### src/rtl/quad_nibble_defines.svh
/*
 * Constants of the nibble port pin logic: reset values, timing and
 * alternate-function pin positions.
 * Assumes a single system clock shared with the core.
 */
`ifndef QUAD_NIBBLE_DEFINES_SVH
`define QUAD_NIBBLE_DEFINES_SVH

// system clock rate
`define CLOCK_MHZ 125
// least time an input must hold a new level on the filtered path
`define NOISE_MIN_NS 64
// rounded up to whole cycles
`define NOISE_CYCLES ((`NOISE_MIN_NS * `CLOCK_MHZ + 999) / 1000)

// output latch reset values
`define LATCH_RESET 4'h0
`define OPEN_DRAIN_RESET 4'hF

// alternate functions on the upper port a pins
`define PIN_A_SCK 1
`define PIN_A_SERIAL_OUT_BUS0 2
`define PIN_A_SERIAL_IN_BUS1 3
// alternate functions on port c pins
`define PIN_C_TIMER_A 0
`define PIN_C_TIMER_B 1
`define PIN_C_CLK_TIMER_C 2
`define PIN_C_TONE 3
// alternate inputs on port b pins
`define PIN_B_FILT_IRQ 0
`define PIN_B_ASYNC_IRQ 1
`define PIN_B_TEST_EVENT_BC 2
`define PIN_B_EVENT_A 3

`endif

### src/rtl/quad_nibble_pkg.sv
/*
 * Types shared by the nibble port pin logic: pin bundles, core writes,
 * configuration bits and alternate-function outputs.
 * Assumes the core holds the configuration bits in its own registers.
 */
`default_nettype none

package quad_nibble_pkg;

    // one nibble per port, 32 pins in all
    typedef struct packed {
        logic [3:0] high;
        logic [3:0] low;
        logic [3:0] keys;
        logic [3:0] od;
        logic [3:0] d;
        logic [3:0] c;
        logic [3:0] b;
        logic [3:0] a;
    } pins_type;

    typedef enum logic [2:0] {
        sel_a,
        sel_c,
        sel_d,
        sel_od,
        sel_keys,
        sel_low,
        sel_high,
        sel_wide
    } port_sel_type;

    typedef struct packed {
        logic strobe;
        port_sel_type sel;
        logic [7:0] data;
    } core_write_type;

    typedef struct packed {
        logic pu_a_upper;
        logic pu_b;
        logic pu_c;
        logic pu_d;
        logic pu_keys;
        logic pu_low;
        logic pu_high;
        logic [2:0] dir_a_upper;
        logic dir_c;
        logic [3:0] dir_d;
        logic [3:0] dir_keys;
        logic dir_low;
        logic dir_high;
        logic seg_low;
        logic seg_high;
        logic filt_rise;
        logic filt_noise;
        logic async_rise;
        logic clk_not_timer_c;
        logic bias_disconnect;
    } port_config_type;

    typedef struct packed {
        logic [2:0] timer;
        logic prog_clk;
        logic tone;
        logic sck;
        logic so;
        logic sb1;
    } alt_out_type;

endpackage

`default_nettype wire

### src/rtl/pin_sync.sv
/*
 * Two-stage synchroniser for a bundle of pin levels.
 * Assumes the inputs may change at any time relative to the clock.
 */
`default_nettype none

module pin_sync #(
    parameter int WIDTH = 32
) (
    input wire logic clock,
    input wire logic arst_n,
    input wire logic [WIDTH-1:0] async_in,
    output logic [WIDTH-1:0] sync_out
);

    logic [WIDTH-1:0] meta_q;

    // first stage feeds only the second
    always_ff @(posedge clock or negedge arst_n) begin
        if (!arst_n) begin
            meta_q <= '0;
            sync_out <= '0;
        end else begin
            meta_q <= async_in;
            sync_out <= meta_q;
        end
    end

endmodule

`default_nettype wire

### src/rtl/quad_nibble_port_pin_logic.sv
/*
 * Pin logic of eight nibble ports: output latches, direction, pull-ups,
 * segment sharing, alternate functions and edge detectors.
 * Assumes the core supplies configuration levels and write strobes on
 * this clock, and that pads resolve out/oe/pull-up into the pin level.
 */
// What this block does
// (RULE1) port a: pin 0 input only, pins 1-3 bidirectional, input after reset
// (RULE2) one pull-up setting covers port a pins 1-3 together
// (RULE3) port b input only, four pull-ups switched together
// (RULE4) port c bidirectional nibble, input at reset, grouped pull-ups
// (RULE5) ports d and keys: per-bit direction, input at reset, grouped pull-ups
// (RULE6) open-drain nibble only pulls low, released after reset
// (RULE7) low segment nibble bidirectional, grouped pull-ups, written with high as a byte
// (RULE8) high nibble bidirectional, segment outputs in reversed bit order
// (RULE9) software keeps pull-ups off on pins used as segment outputs
// (RULE10) port a pin 0 requests an interrupt on both edges
// (RULE11) two port b interrupts, selectable edge; first may use noise filter
// (RULE12) port b pin 2 rising edge sets a test flag, no interrupt
// (RULE13) falling edge on any key return input sets a flag
// (RULE14) upper port b pins feed timer event inputs, two share one pin
// (RULE15) port a upper pins carry serial clock and data, input at reset
// (RULE16) bias output drives low with split resistor, otherwise high impedance
// (RULE17) port d pins 0 and 1 act only as ordinary port bits
// (RULE18) enabled alternate outputs override latches; reads return sampled pins
`default_nettype none

`include "quad_nibble_defines.svh"

module quad_nibble_port_pin_logic #(
    parameter int NOISE_CYCLES = `NOISE_CYCLES,
    parameter bit SPLIT_RESISTOR = 1'h1
) (
    input wire logic clock,
    input wire logic arst_n,
    input wire quad_nibble_pkg::core_write_type core_write,
    input wire quad_nibble_pkg::port_config_type port_cfg,
    input wire quad_nibble_pkg::alt_out_type alt_value,
    input wire quad_nibble_pkg::alt_out_type alt_enable,
    input wire logic [7:0] seg_data,
    input wire logic test_flag_clear,
    input wire logic key_flag_clear,
    input wire quad_nibble_pkg::pins_type pin_in,
    output var quad_nibble_pkg::pins_type pin_out,
    output var quad_nibble_pkg::pins_type pin_oe,
    output var quad_nibble_pkg::pins_type pin_pullup,
    output var quad_nibble_pkg::pins_type read_pins,
    output logic irq_both_edge,
    output logic irq_filtered,
    output logic irq_async,
    output logic rising_test_flag,
    output logic key_return_flag,
    output logic event_in_a,
    output logic event_in_b,
    output logic event_in_c,
    output logic sck_in,
    output logic serial_out_bus0_in,
    output logic serial_in_bus1_in,
    output logic bias_out,
    output logic bias_oe
);

    localparam int CW = $clog2(NOISE_CYCLES + 1);
    quad_nibble_pkg::pins_type out_d;
    quad_nibble_pkg::pins_type oe_d;
    quad_nibble_pkg::pins_type pu_d;
    quad_nibble_pkg::pins_type sync_w;

    logic [2:0] lat_a_q;
    logic [3:0] lat_c_q;
    logic [3:0] lat_d_q;
    logic [3:0] lat_od_q;
    logic [3:0] lat_keys_q;
    logic [3:0] lat_low_q;
    logic [3:0] lat_high_q;

    logic prev_a0_q;
    logic prev_b1_q;
    logic prev_b2_q;
    logic [3:0] prev_keys_q;
    logic prev_filt_src_q;
    logic filt_level_q;
    logic [CW-1:0] filt_cnt_q;
    logic filt_src;

    function automatic logic edge_hit(input logic prev, input logic now, input logic rise);
        return rise ? (!prev && now) : (prev && !now);
    endfunction
    function automatic logic [3:0] rev4(input logic [3:0] v);
        return {v[0], v[1], v[2], v[3]};
    endfunction

    // every pin read passes two flops first
    pin_sync #(
        .WIDTH(32)
    ) u_sync (
        .clock(clock),
        .arst_n(arst_n),
        .async_in(pin_in),
        .sync_out(sync_w)
    );

    assign read_pins = sync_w; // see (RULE18)

    assign event_in_a = sync_w.b[`PIN_B_EVENT_A]; // see (RULE14)
    assign event_in_b = sync_w.b[`PIN_B_TEST_EVENT_BC]; // see (RULE14)
    assign event_in_c = sync_w.b[`PIN_B_TEST_EVENT_BC]; // see (RULE14)
    assign sck_in = sync_w.a[`PIN_A_SCK]; // see (RULE15)
    assign serial_out_bus0_in = sync_w.a[`PIN_A_SERIAL_OUT_BUS0]; // see (RULE15)
    assign serial_in_bus1_in = sync_w.a[`PIN_A_SERIAL_IN_BUS1]; // see (RULE15)

    // output latches; a byte write fills both segment nibbles at once
    always_ff @(posedge clock or negedge arst_n) begin
        if (!arst_n) begin
            lat_a_q <= 3'h0;
            lat_c_q <= `LATCH_RESET;
            lat_d_q <= `LATCH_RESET;
            lat_od_q <= `OPEN_DRAIN_RESET; // see (RULE6)
            lat_keys_q <= `LATCH_RESET;
            lat_low_q <= `LATCH_RESET;
            lat_high_q <= `LATCH_RESET;
        end else if (core_write.strobe) begin
            unique case (core_write.sel)
                quad_nibble_pkg::sel_a: lat_a_q <= core_write.data[3:1];
                quad_nibble_pkg::sel_c: lat_c_q <= core_write.data[3:0];
                quad_nibble_pkg::sel_d: lat_d_q <= core_write.data[3:0];
                quad_nibble_pkg::sel_od: lat_od_q <= core_write.data[3:0];
                quad_nibble_pkg::sel_keys: lat_keys_q <= core_write.data[3:0];
                quad_nibble_pkg::sel_low: lat_low_q <= core_write.data[3:0];
                quad_nibble_pkg::sel_high: lat_high_q <= core_write.data[3:0];
                quad_nibble_pkg::sel_wide: begin
                    lat_low_q <= core_write.data[3:0]; // see (RULE7)
                    lat_high_q <= core_write.data[7:4]; // see (RULE7)
                end
            endcase
        end
    end

    // pad drive, before the output flops
    always_comb begin
        out_d = '0;
        oe_d = '0;
        pu_d = '0;
        // pin 0 never drives and has no pull-up
        out_d.a = {lat_a_q, 1'h0}; // see (RULE1)
        oe_d.a = {port_cfg.dir_a_upper, 1'h0}; // see (RULE1)
        pu_d.a = {{3{port_cfg.pu_a_upper}}, 1'h0}; // see (RULE2)
        if (alt_enable.sck) begin
            out_d.a[`PIN_A_SCK] = alt_value.sck; // see (RULE15)
            oe_d.a[`PIN_A_SCK] = 1'h1;
        end
        if (alt_enable.so) begin
            out_d.a[`PIN_A_SERIAL_OUT_BUS0] = alt_value.so; // see (RULE15)
            oe_d.a[`PIN_A_SERIAL_OUT_BUS0] = 1'h1;
        end
        if (alt_enable.sb1) begin
            out_d.a[`PIN_A_SERIAL_IN_BUS1] = alt_value.sb1; // see (RULE15)
            oe_d.a[`PIN_A_SERIAL_IN_BUS1] = 1'h1;
        end
        pu_d.b = {4{port_cfg.pu_b}}; // see (RULE3)
        out_d.c = lat_c_q;
        oe_d.c = {4{port_cfg.dir_c}}; // see (RULE4)
        pu_d.c = {4{port_cfg.pu_c}}; // see (RULE4)
        if (alt_enable.timer[0]) begin
            out_d.c[`PIN_C_TIMER_A] = alt_value.timer[0]; // see (RULE18)
            oe_d.c[`PIN_C_TIMER_A] = 1'h1;
        end
        if (alt_enable.timer[1]) begin
            out_d.c[`PIN_C_TIMER_B] = alt_value.timer[1]; // see (RULE18)
            oe_d.c[`PIN_C_TIMER_B] = 1'h1;
        end
        // shared pin: clock output and third timer, one at a time
        if (port_cfg.clk_not_timer_c ? alt_enable.prog_clk : alt_enable.timer[2]) begin
            out_d.c[`PIN_C_CLK_TIMER_C] = port_cfg.clk_not_timer_c ? alt_value.prog_clk
                                                                    : alt_value.timer[2]; // see (RULE18)
            oe_d.c[`PIN_C_CLK_TIMER_C] = 1'h1;
        end
        if (alt_enable.tone) begin
            out_d.c[`PIN_C_TONE] = alt_value.tone; // see (RULE18)
            oe_d.c[`PIN_C_TONE] = 1'h1;
        end
        // expansion driver functions are not wired to these pins
        out_d.d = lat_d_q; // see (RULE17)
        oe_d.d = port_cfg.dir_d; // see (RULE5)
        pu_d.d = {4{port_cfg.pu_d}}; // see (RULE5)
        // open drain: data 0 pulls low, 1 releases to the mask pull-up
        out_d.od = 4'h0; // see (RULE6)
        oe_d.od = ~lat_od_q; // see (RULE6)
        out_d.keys = lat_keys_q;
        oe_d.keys = port_cfg.dir_keys; // see (RULE5)
        pu_d.keys = {4{port_cfg.pu_keys}}; // see (RULE5)
        // segment mode wins; pull-ups forced off as a guard behind software
        if (port_cfg.seg_low) begin
            out_d.low = rev4(seg_data[7:4]); // see (RULE8)
            oe_d.low = 4'hF;
        end else begin
            out_d.low = lat_low_q;
            oe_d.low = {4{port_cfg.dir_low}}; // see (RULE7)
            pu_d.low = {4{port_cfg.pu_low}}; // see (RULE9)
        end
        if (port_cfg.seg_high) begin
            out_d.high = rev4(seg_data[3:0]); // see (RULE8)
            oe_d.high = 4'hF;
        end else begin
            out_d.high = lat_high_q;
            oe_d.high = {4{port_cfg.dir_high}}; // see (RULE8)
            pu_d.high = {4{port_cfg.pu_high}}; // see (RULE9)
        end
    end

    // registered pad drive; reset leaves every pin an input
    always_ff @(posedge clock or negedge arst_n) begin
        if (!arst_n) begin
            pin_out <= '0;
            pin_oe <= '0;
            pin_pullup <= '0;
        end else begin
            pin_out <= out_d;
            pin_oe <= oe_d;
            pin_pullup <= pu_d;
        end
    end

    // noise filter: a new level must persist for NOISE_CYCLES samples
    always_ff @(posedge clock or negedge arst_n) begin
        if (!arst_n) begin
            filt_level_q <= 1'h0;
            filt_cnt_q <= '0;
        end else if (sync_w.b[`PIN_B_FILT_IRQ] == filt_level_q) begin
            filt_cnt_q <= '0;
        end else if (filt_cnt_q == CW'(NOISE_CYCLES - 1)) begin
            filt_level_q <= sync_w.b[`PIN_B_FILT_IRQ]; // see (RULE11)
            filt_cnt_q <= '0;
        end else begin
            filt_cnt_q <= filt_cnt_q + CW'(1);
        end
    end

    // switching the path may raise one spurious edge; mask it in the core
    assign filt_src = port_cfg.filt_noise ? filt_level_q : sync_w.b[`PIN_B_FILT_IRQ]; // see (RULE11)

    always_ff @(posedge clock or negedge arst_n) begin
        if (!arst_n) begin
            prev_a0_q <= 1'h0;
            prev_b1_q <= 1'h0;
            prev_b2_q <= 1'h0;
            prev_keys_q <= 4'h0;
            prev_filt_src_q <= 1'h0;
        end else begin
            prev_a0_q <= sync_w.a[0];
            prev_b1_q <= sync_w.b[`PIN_B_ASYNC_IRQ];
            prev_b2_q <= sync_w.b[`PIN_B_TEST_EVENT_BC];
            prev_keys_q <= sync_w.keys;
            prev_filt_src_q <= filt_src;
        end
    end

    // interrupt requests, one-cycle pulses
    always_ff @(posedge clock or negedge arst_n) begin
        if (!arst_n) begin
            irq_both_edge <= 1'h0;
            irq_filtered <= 1'h0;
            irq_async <= 1'h0;
        end else begin
            irq_both_edge <= prev_a0_q != sync_w.a[0]; // see (RULE10)
            irq_filtered <= edge_hit(prev_filt_src_q, filt_src, port_cfg.filt_rise); // see (RULE11)
            irq_async <= edge_hit(prev_b1_q, sync_w.b[`PIN_B_ASYNC_IRQ], port_cfg.async_rise); // see (RULE11)
        end
    end

    // test flags: a new edge beats a clear in the same cycle
    always_ff @(posedge clock or negedge arst_n) begin
        if (!arst_n) begin
            rising_test_flag <= 1'h0;
        end else if (edge_hit(prev_b2_q, sync_w.b[`PIN_B_TEST_EVENT_BC], 1'h1)) begin
            rising_test_flag <= 1'h1; // see (RULE12)
        end else if (test_flag_clear) begin
            rising_test_flag <= 1'h0;
        end
    end

    always_ff @(posedge clock or negedge arst_n) begin
        if (!arst_n) begin
            key_return_flag <= 1'h0;
        end else if (|(prev_keys_q & ~sync_w.keys)) begin
            key_return_flag <= 1'h1; // see (RULE13)
        end else if (key_flag_clear) begin
            key_return_flag <= 1'h0;
        end
    end

    // bias disconnect: low while fitted and bias_disconnect is clear, else released
    always_ff @(posedge clock or negedge arst_n) begin
        if (!arst_n) begin
            bias_out <= 1'h0;
            bias_oe <= SPLIT_RESISTOR; // see (RULE16)
        end else begin
            bias_out <= 1'h0;
            bias_oe <= SPLIT_RESISTOR && !port_cfg.bias_disconnect; // see (RULE16)
        end
    end
endmodule

`default_nettype wire

### config.mk
export PLATFORM = sky130hd
export DESIGN_NAME = quad_nibble_port_pin_logic
export DESIGN_NICKNAME = d
export VERILOG_FILES = /design/src/rtl/quad_nibble_pkg.sv /design/src/rtl/pin_sync.sv /design/src/rtl/quad_nibble_port_pin_logic.sv
export VERILOG_INCLUDE_DIRS = /design/src /design/src/rtl
export SDC_FILE = /design/constraint.sdc
export NUM_CORES = 1
export LEC_CHECK = 0
export BUFFER_PORTS_ARGS = -buffer_cell sky130_fd_sc_hd__buf_2
export CAP_MARGIN = 20
export CORE_UTILIZATION = 50
export DETAILED_ROUTE_END_ITERATION = 12
export GPL_TIMING_DRIVEN = 0
export PLACE_DENSITY = 0.84
export SETUP_SLACK_MARGIN = 0.4
export SYNTH_ARGS = -nofsm -noshare
export SYNTH_HDL_FRONTEND = slang
export SYNTH_HIERARCHICAL = 1
export SYNTH_SLANG_ARGS = --single-unit
### constraint.sdc
create_clock -name clock -period 2.1 [get_ports clock]
set_clock_uncertainty 0.2 [all_clocks]
set_input_delay 0.63 -clock clock [delete_from_list [all_inputs] [get_ports clock]]
set_output_delay 0.63 -clock clock [all_outputs]
set_load 0.1 [all_outputs]
==> run_results.csv, run 1 <==
group,metric,value,unit
setup_path,cp-end-kind,"output port",
cts,htree_num_levels,4,
setup_path,worstPathMaxFanout,4,
sta,tightestPinTransition,0.606,ns
cells_and_area,nets,707,
drt,wl_per_cell,22.5,um
cts,cts_tree,"yes",
synth,syn_area_per_cell,16.4,sq um
synth,async_flop_share,100,%
outcome,outcome,"finished, violations left",
floorplan,die_area,11100,sq um
sta,max_slew_margin,59.6,%
synth,synth.largest_area_cell,"dfrtp_1",
place,placed_area,6930,sq um
synth,synth.most_common_cell,"dfrtp_1",
sta,finalSetupTns,-1.67,ns
pwr,p_sw_share,36.2,%
pwr,power_density,1040,nW/um^2
cts,cts_num_sinks,161,
cells_and_area,antennaDiodeCount,0,
floorplan,design.core.area,10300,sq um
pwr,total_power,9.95,mW
pwr,internal_power,6.35,mW
setup_path,reg2reg_depth,4,
drt,vias,3657,
outcome,violations,"hold timing, setup timing",
place,dp.cells,701,
place,finalWeightedCongestion,0.736,
synth,yosys.cell_types.count,30,
cells_and_area,utilization,92.7,%
hold_path,hold_class,"in2async",
setup_path,criticalPathCategory,"reg2out",
run,drv_cap,0,
sta,rsz0062_at_grt,"yes",
floorplan,start_util,51.7,%
floorplan,die_width,105,um
floorplan,rows,37,
drt,drt_pass1_iterations,4,
sta,fmax,461,MHz
place,hpwl,7860,um
pwr,power.net_switching,3.61,mW
synth,syn-cell-area,5340,sq um
drt,drc,0,
floorplan,die_h,105,um
cts,clock_latency,0.51,ns
grt,grt_use_total,29.5,%
setup_path,r2r-start,"filt_cnt_q[0]",
setup_path,cp.arrival,1.34,ns
synth,netlist_top_cells_count,"156 x dfrtp_1, 52 x buf_4, 37 x mux2_2, 12 x inv_1, 10 x nand2_1",
grt,grt_max_degree,98,
synth,yosysTopAreaCellShare,73.1,%
drt,drt-initial-drc-count,132,
grt,grt_overflow,0,
sta,timing.hold.ws,-0.107,ns
synth,ys_ff_latch,161,
grt,grt_pass1_vias,4121,
synth,seq_area_frac_synth,75.6,%
cells_and_area,area_growth,79.2,%
sta,setup_slack,-0.0699,ns
cells_and_area,fin_area,9570,sq um
pwr,ir_drop,0.000680,V
cells_and_area,finalNonFillerCells,755,
floorplan,io_pins,241,
pwr,clkPwrFrac,30.1,%
place,portBuffers,219,
pwr,p_comb_share,31.7,%
setup_path,reg2reg_slack,0.45,ns
sta,min_period,2.17,ns
synth,synth-warning-count,6,
synth,synthFlopType,"dfrtp_1",
cells_and_area,drive_gt1_share,73.5,%
cts,clockBufferDepth,2,
pwr,p_leak,4.48,nW
sta,final_max_slew_viol_count,0,
sta,setup_viol,33,
synth,syn_inst,326,
grt,grt_pass1_wl,23400,um
sta,hold_viol_final,64,
pwr,power.share.sequential,38.2,%
cts,clockRootBuffer,"clkbuf_8",
grt,antenna_found_initial,1,
setup_path,cp.required,1.27,ns
place,pre_cts_ws,0.200,ns
drt,postRouteAntennaNets,0,
setup_path,crit_path_start_kind,"flip-flop",
cts,cts_made_buffers,17,
sta,min_period_over_period,103,%
synth,synthTopCellsByArea,"dfrtp_1 73%, mux2_2 7.8%, buf_4 7.3%, dfstp_2 2.5%, mux2i_1 1.1%",
drt,wl,17000,um
drt,via_per_inst,4.84,
synth,synth-edff-count,0,
cts,clk_pin_slew,0.07,ns
setup_path,r2r-end,"filt_level_q",
cells in the final DEF, fill, tap and decap left out, drive strengths merged, types with 2 or more instances in the layout:
cell type    Yosys  routed
and4bb           2       2
buf             52     280
bufinv           0       2
clkbuf           1      21
clkinv           0       5
clkinvlp         0       4
conb             1      20
dfrtp          156     156
dfstp            5       5
dlygate4sd3      0      14
inv             12      13
mux2            39      39
mux2i            6       6
nand2           10      10
nand3            3       3
nor2             5       5
nor2b            5       5
nor3             2       2
o21ai            5       5
o22ai            2       2
or2              8       8
xnor2            2       2
worst max-delay path: stages (launching register included):
cell and delay [ns]:
dfrtp_4 0.53, buf_6 0.14, buf_12 0.15
metal layers:
layer / global-route usage, % / vias up / wire length [um]
li1: - / 1555 / -
met4: 13.1 / 2 / 255
met5: 0 / - / 10
met1: 29.7 / 1882 / 5790
met2: 54.4 / 196 / 9700
met3: 10.5 / 22 / 1260
sequential cells by signal, indices dropped and copies added, names as in the netlist, 7 cells and up:
register	cells
pin_oe	21
u_sync/meta_q	32
pin_out	23
u_sync/sync_out	32
pin_pullup	7
logic make-up after synthesis:
logic type | count (synthesis) | synth area share [%]
DFF | 161 | 75.6
muxes | 45 | 9.35
xor gates and xnor gates | 3 | 0.492
buffers and inverters | 65 | 8.25
adders and majority gates | 1 | 0.234
AOI/OAI and AO/OA | 12 | 1.45
and+or+nand+nor | 38 | 4.59
other | 1 | 0.0702
power groups by stage:
| stage | Combinational, mW | Sequential, mW | Clock [mW] |
|---|---|---|---|
| 3_3_place_gp | 2.35 | 3.68 | 0 |
| 4_1_cts | 3.05 | 3.75 | 2.96 |
| 6_report | 3.16 | 3.80 | 3.00 |
| 5_1_grt | 3.23 | 3.82 | 3.16 |
| 3_5_place_dp | 2.40 | 3.70 | 0 |
| 2_1_floorplan | 0.749 | 4.87 | 0 |
how the worst max path moves through the flow:
stage                                   from                 end  slack [ns]
after CTS                         pin_oe[30]          pin_oe[31]       -0.06
final                             pin_oe[26]          pin_oe[27]       -0.07
after floorplan           u_sync/sync_out[6]          event_in_b        0.31
after detailed placement       core_write[9]          lat_a_q[2]        0.20
after global placement                arst_n  u_sync/sync_out[6]       -2.46
after global routing              pin_oe[26]          pin_oe[27]       -0.11
timing repair:
action,4_1_cts,5_1_grt
setup endpoints to repair,121,121
hold buffers,8,6
buffers inserted,8,0
hold endpoints to repair,72,70
gates resized for setup,472,26
final cells by class:
class,count,area (sq um)
sequential,161,4180
timing repair buffer,242,3110
multi-input combinational,119,966
fill,304,756
buffer,53,528
clock buffer,20,435
tap,136,170
clock inverter,12,135
inverter,12,45.0
Power figures use the tool's default switching activity.
==> inputs of run 2 (changes only) <==
--- a/config.mk
+++ b/config.mk
@@ -12,7 +12,6 @@
 export DETAILED_ROUTE_END_ITERATION = 12
 export GPL_TIMING_DRIVEN = 0
 export PLACE_DENSITY = 0.84
-export SETUP_SLACK_MARGIN = 0.4
 export SYNTH_ARGS = -nofsm -noshare
 export SYNTH_HDL_FRONTEND = slang
 export SYNTH_HIERARCHICAL = 1
==> run_results.csv, run 2 (synthesis results as in run 1) <==
group,metric,value,unit
sta,min_period,2.13,ns
cells_and_area,final_cell_mix,"142 x dfrtp_1, 111 x buf_4, 97 x buf_2, 43 x dlygate4sd3_1, 37 x mux2_2",
setup_path,reg2reg_depth,4,
floorplan,die_width,105,um
setup_path,worstPathCellList,"buf_4",
run,drv_cap,0,
floorplan,io_pins,241,
sta,min_period_over_period,101,%
grt,grt_use_total,27.1,%
sta,fmax,470,MHz
cts,cts_made_buffers,17,
setup_path,r2r-end,"filt_level_q",
pwr,total_power,9.21,mW
drt,wl,14300,um
setup_path,reg2reg_slack,0.61,ns
setup_path,critPathMaxStageDelay,0.44,ns
pwr,power_density,1080,nW/um^2
grt,grt_overflow,0,
cts,htree_num_levels,4,
outcome,outcome,"finished, violations left",
drt,postRouteAntennaNets,0,
setup_path,criticalPathCategory,"reg2out",
cts,cts_tree,"yes",
grt,antenna_found_initial,1,
pwr,ir_drop,0.000887,V
place,hpwl,7930,um
place,pre_cts_ws,0.230,ns
cells_and_area,drive_gt1_share,57.4,%
setup_path,slowest_stage,"dfrtp_2",
cells_and_area,top_regs,"u_sync/meta_q x32, u_sync/sync_out x32, pin_out x23",
setup_path,cp-end-kind,"output port",
place,finalWeightedCongestion,0.773,
cells_and_area,layout_commonest_cell,"dfrtp_1",
pwr,p_leak,4.22,nW
cts,clock_latency,0.53,ns
setup_path,crit_path_start_kind,"flip-flop",
sta,max_slew_margin,55.6,%
grt,grt_pass1_vias,4064,
cells_and_area,nets,731,
drt,via_per_inst,4.63,
sta,setup_slack,-0.0267,ns
floorplan,design.core.area,10300,sq um
cts,clockBufferDepth,2,
setup_path,cp.arrival,1.30,ns
drt,drt_pass1_iterations,5,
sta,setup_viol,16,
sta,hold_viol_final,0,
cells_and_area,area_growth,60.1,%
setup_path,endpoint,"pin_pullup[28]",
sta,finalSetupTns,-0.154,ns
floorplan,start_util,51.7,%
drt,wl_per_cell,18.3,um
cts,clk_pin_slew,0.06,ns
setup_path,crit_start,"pin_pullup[30]",
cts,clockRootBuffer,"clkbuf_8",
setup_path,path_buf_inv,1,
floorplan,die_h,105,um
sta,rsz0062_at_grt,"yes",
cts,cts_num_sinks,161,
grt,grt_max_degree,90,
setup_path,cp.required,1.27,ns
drt,drt-initial-drc-count,90,
outcome,violations,"setup timing",
drt,drc,0,
setup_path,crit_cells,1,
cells_and_area,antennaDiodeCount,0,
place,dp.cells,701,
sta,tightestPinTransition,0.665,ns
hold_path,hold_class,"in2reg",
sta,final_max_slew_viol_count,0,
floorplan,die_area,11100,sq um
cells_and_area,finalNonFillerCells,779,
setup_path,worstPathMaxFanout,4,
setup_path,path_delay_family,"flip-flops",
floorplan,rows,37,
drt,vias,3605,
grt,grt_pass1_wl,21800,um
place,portBuffers,219,
setup_path,r2r-start,"filt_cnt_q[0]",
[run 2: what timing repair did]
| action | in CTS | in global routing |
|---|---|---|
| pin swaps | 0 | 0 |
| hold buffers | 42 | 1 |
| endpoints found under the hold margin | 112 | 1 |
| buffers inserted | 1 | 2 |
| gates resized for setup | 224 | 26 |
| gates cloned | 0 | 0 |
| setup endpoints to repair | 121 | 41 |
[run 2: final cells by class]
type                    instances  area, sq um
fillers                       481         1770
clock inverters                 7         87.6
multi-input cells             119          936
well taps                     136          170
plain buffers                  53          485
clock buffers                  25          454
flip-flops and latches        161         4050
inverters                      12         45.0
repair buffers                266         2320
[run 2: power by group]
part,total (mW),switching [mW],internal (mW)
logic,2.71,1.99,0.717
registers,3.65,0.188,3.46
clock network,2.85,1.13,1.72
[run 2: worst min-delay path by stage]
| stage | startpoint | end | slack, ns | cells after the start |
|---|---|---|---|---|
| after floorplan | arst_n | filt_cnt_q[0] | 0.13 | 0 |
| after global placement | u_sync/meta_q[7] | u_sync/sync_out[7] | 0.13 | 0 |
| after detailed placement | u_sync/meta_q[14] | u_sync/sync_out[14] | 0.14 | 0 |
| after CTS | pin_in[19] | u_sync/meta_q[19] | 0.0009 | 1 |
| after global routing | pin_in[19] | u_sync/meta_q[19] | 0.005 | 1 |
| final | pin_in[19] | u_sync/meta_q[19] | 0.02 | 1 |
[run 2: metrics by stage]
step	utilization, %	hold WS [ns]	instance area (sq um)
floorplan	-	0.131	5430
global placement	64.9	0.131	6700
detailed placement	65.2	0.136	6730
CTS	81.6	0.000882	8420
global route	82.8	0.00529	8550
finish	82.8	0.0248	8550
[run 2: routing by layer]
| layer | global-route usage [%] | routed length (um) | vias to the layer above |
|---|---|---|---|
| met4 | 11.7 | 353 | 2 |
| met2 | 50.8 | 8050 | 180 |
| met5 | 0 | 12 | - |
| met3 | 10.1 | 1190 | 33 |
| li1 | - | - | 1605 |
| met1 | 26.2 | 4690 | 1785 |
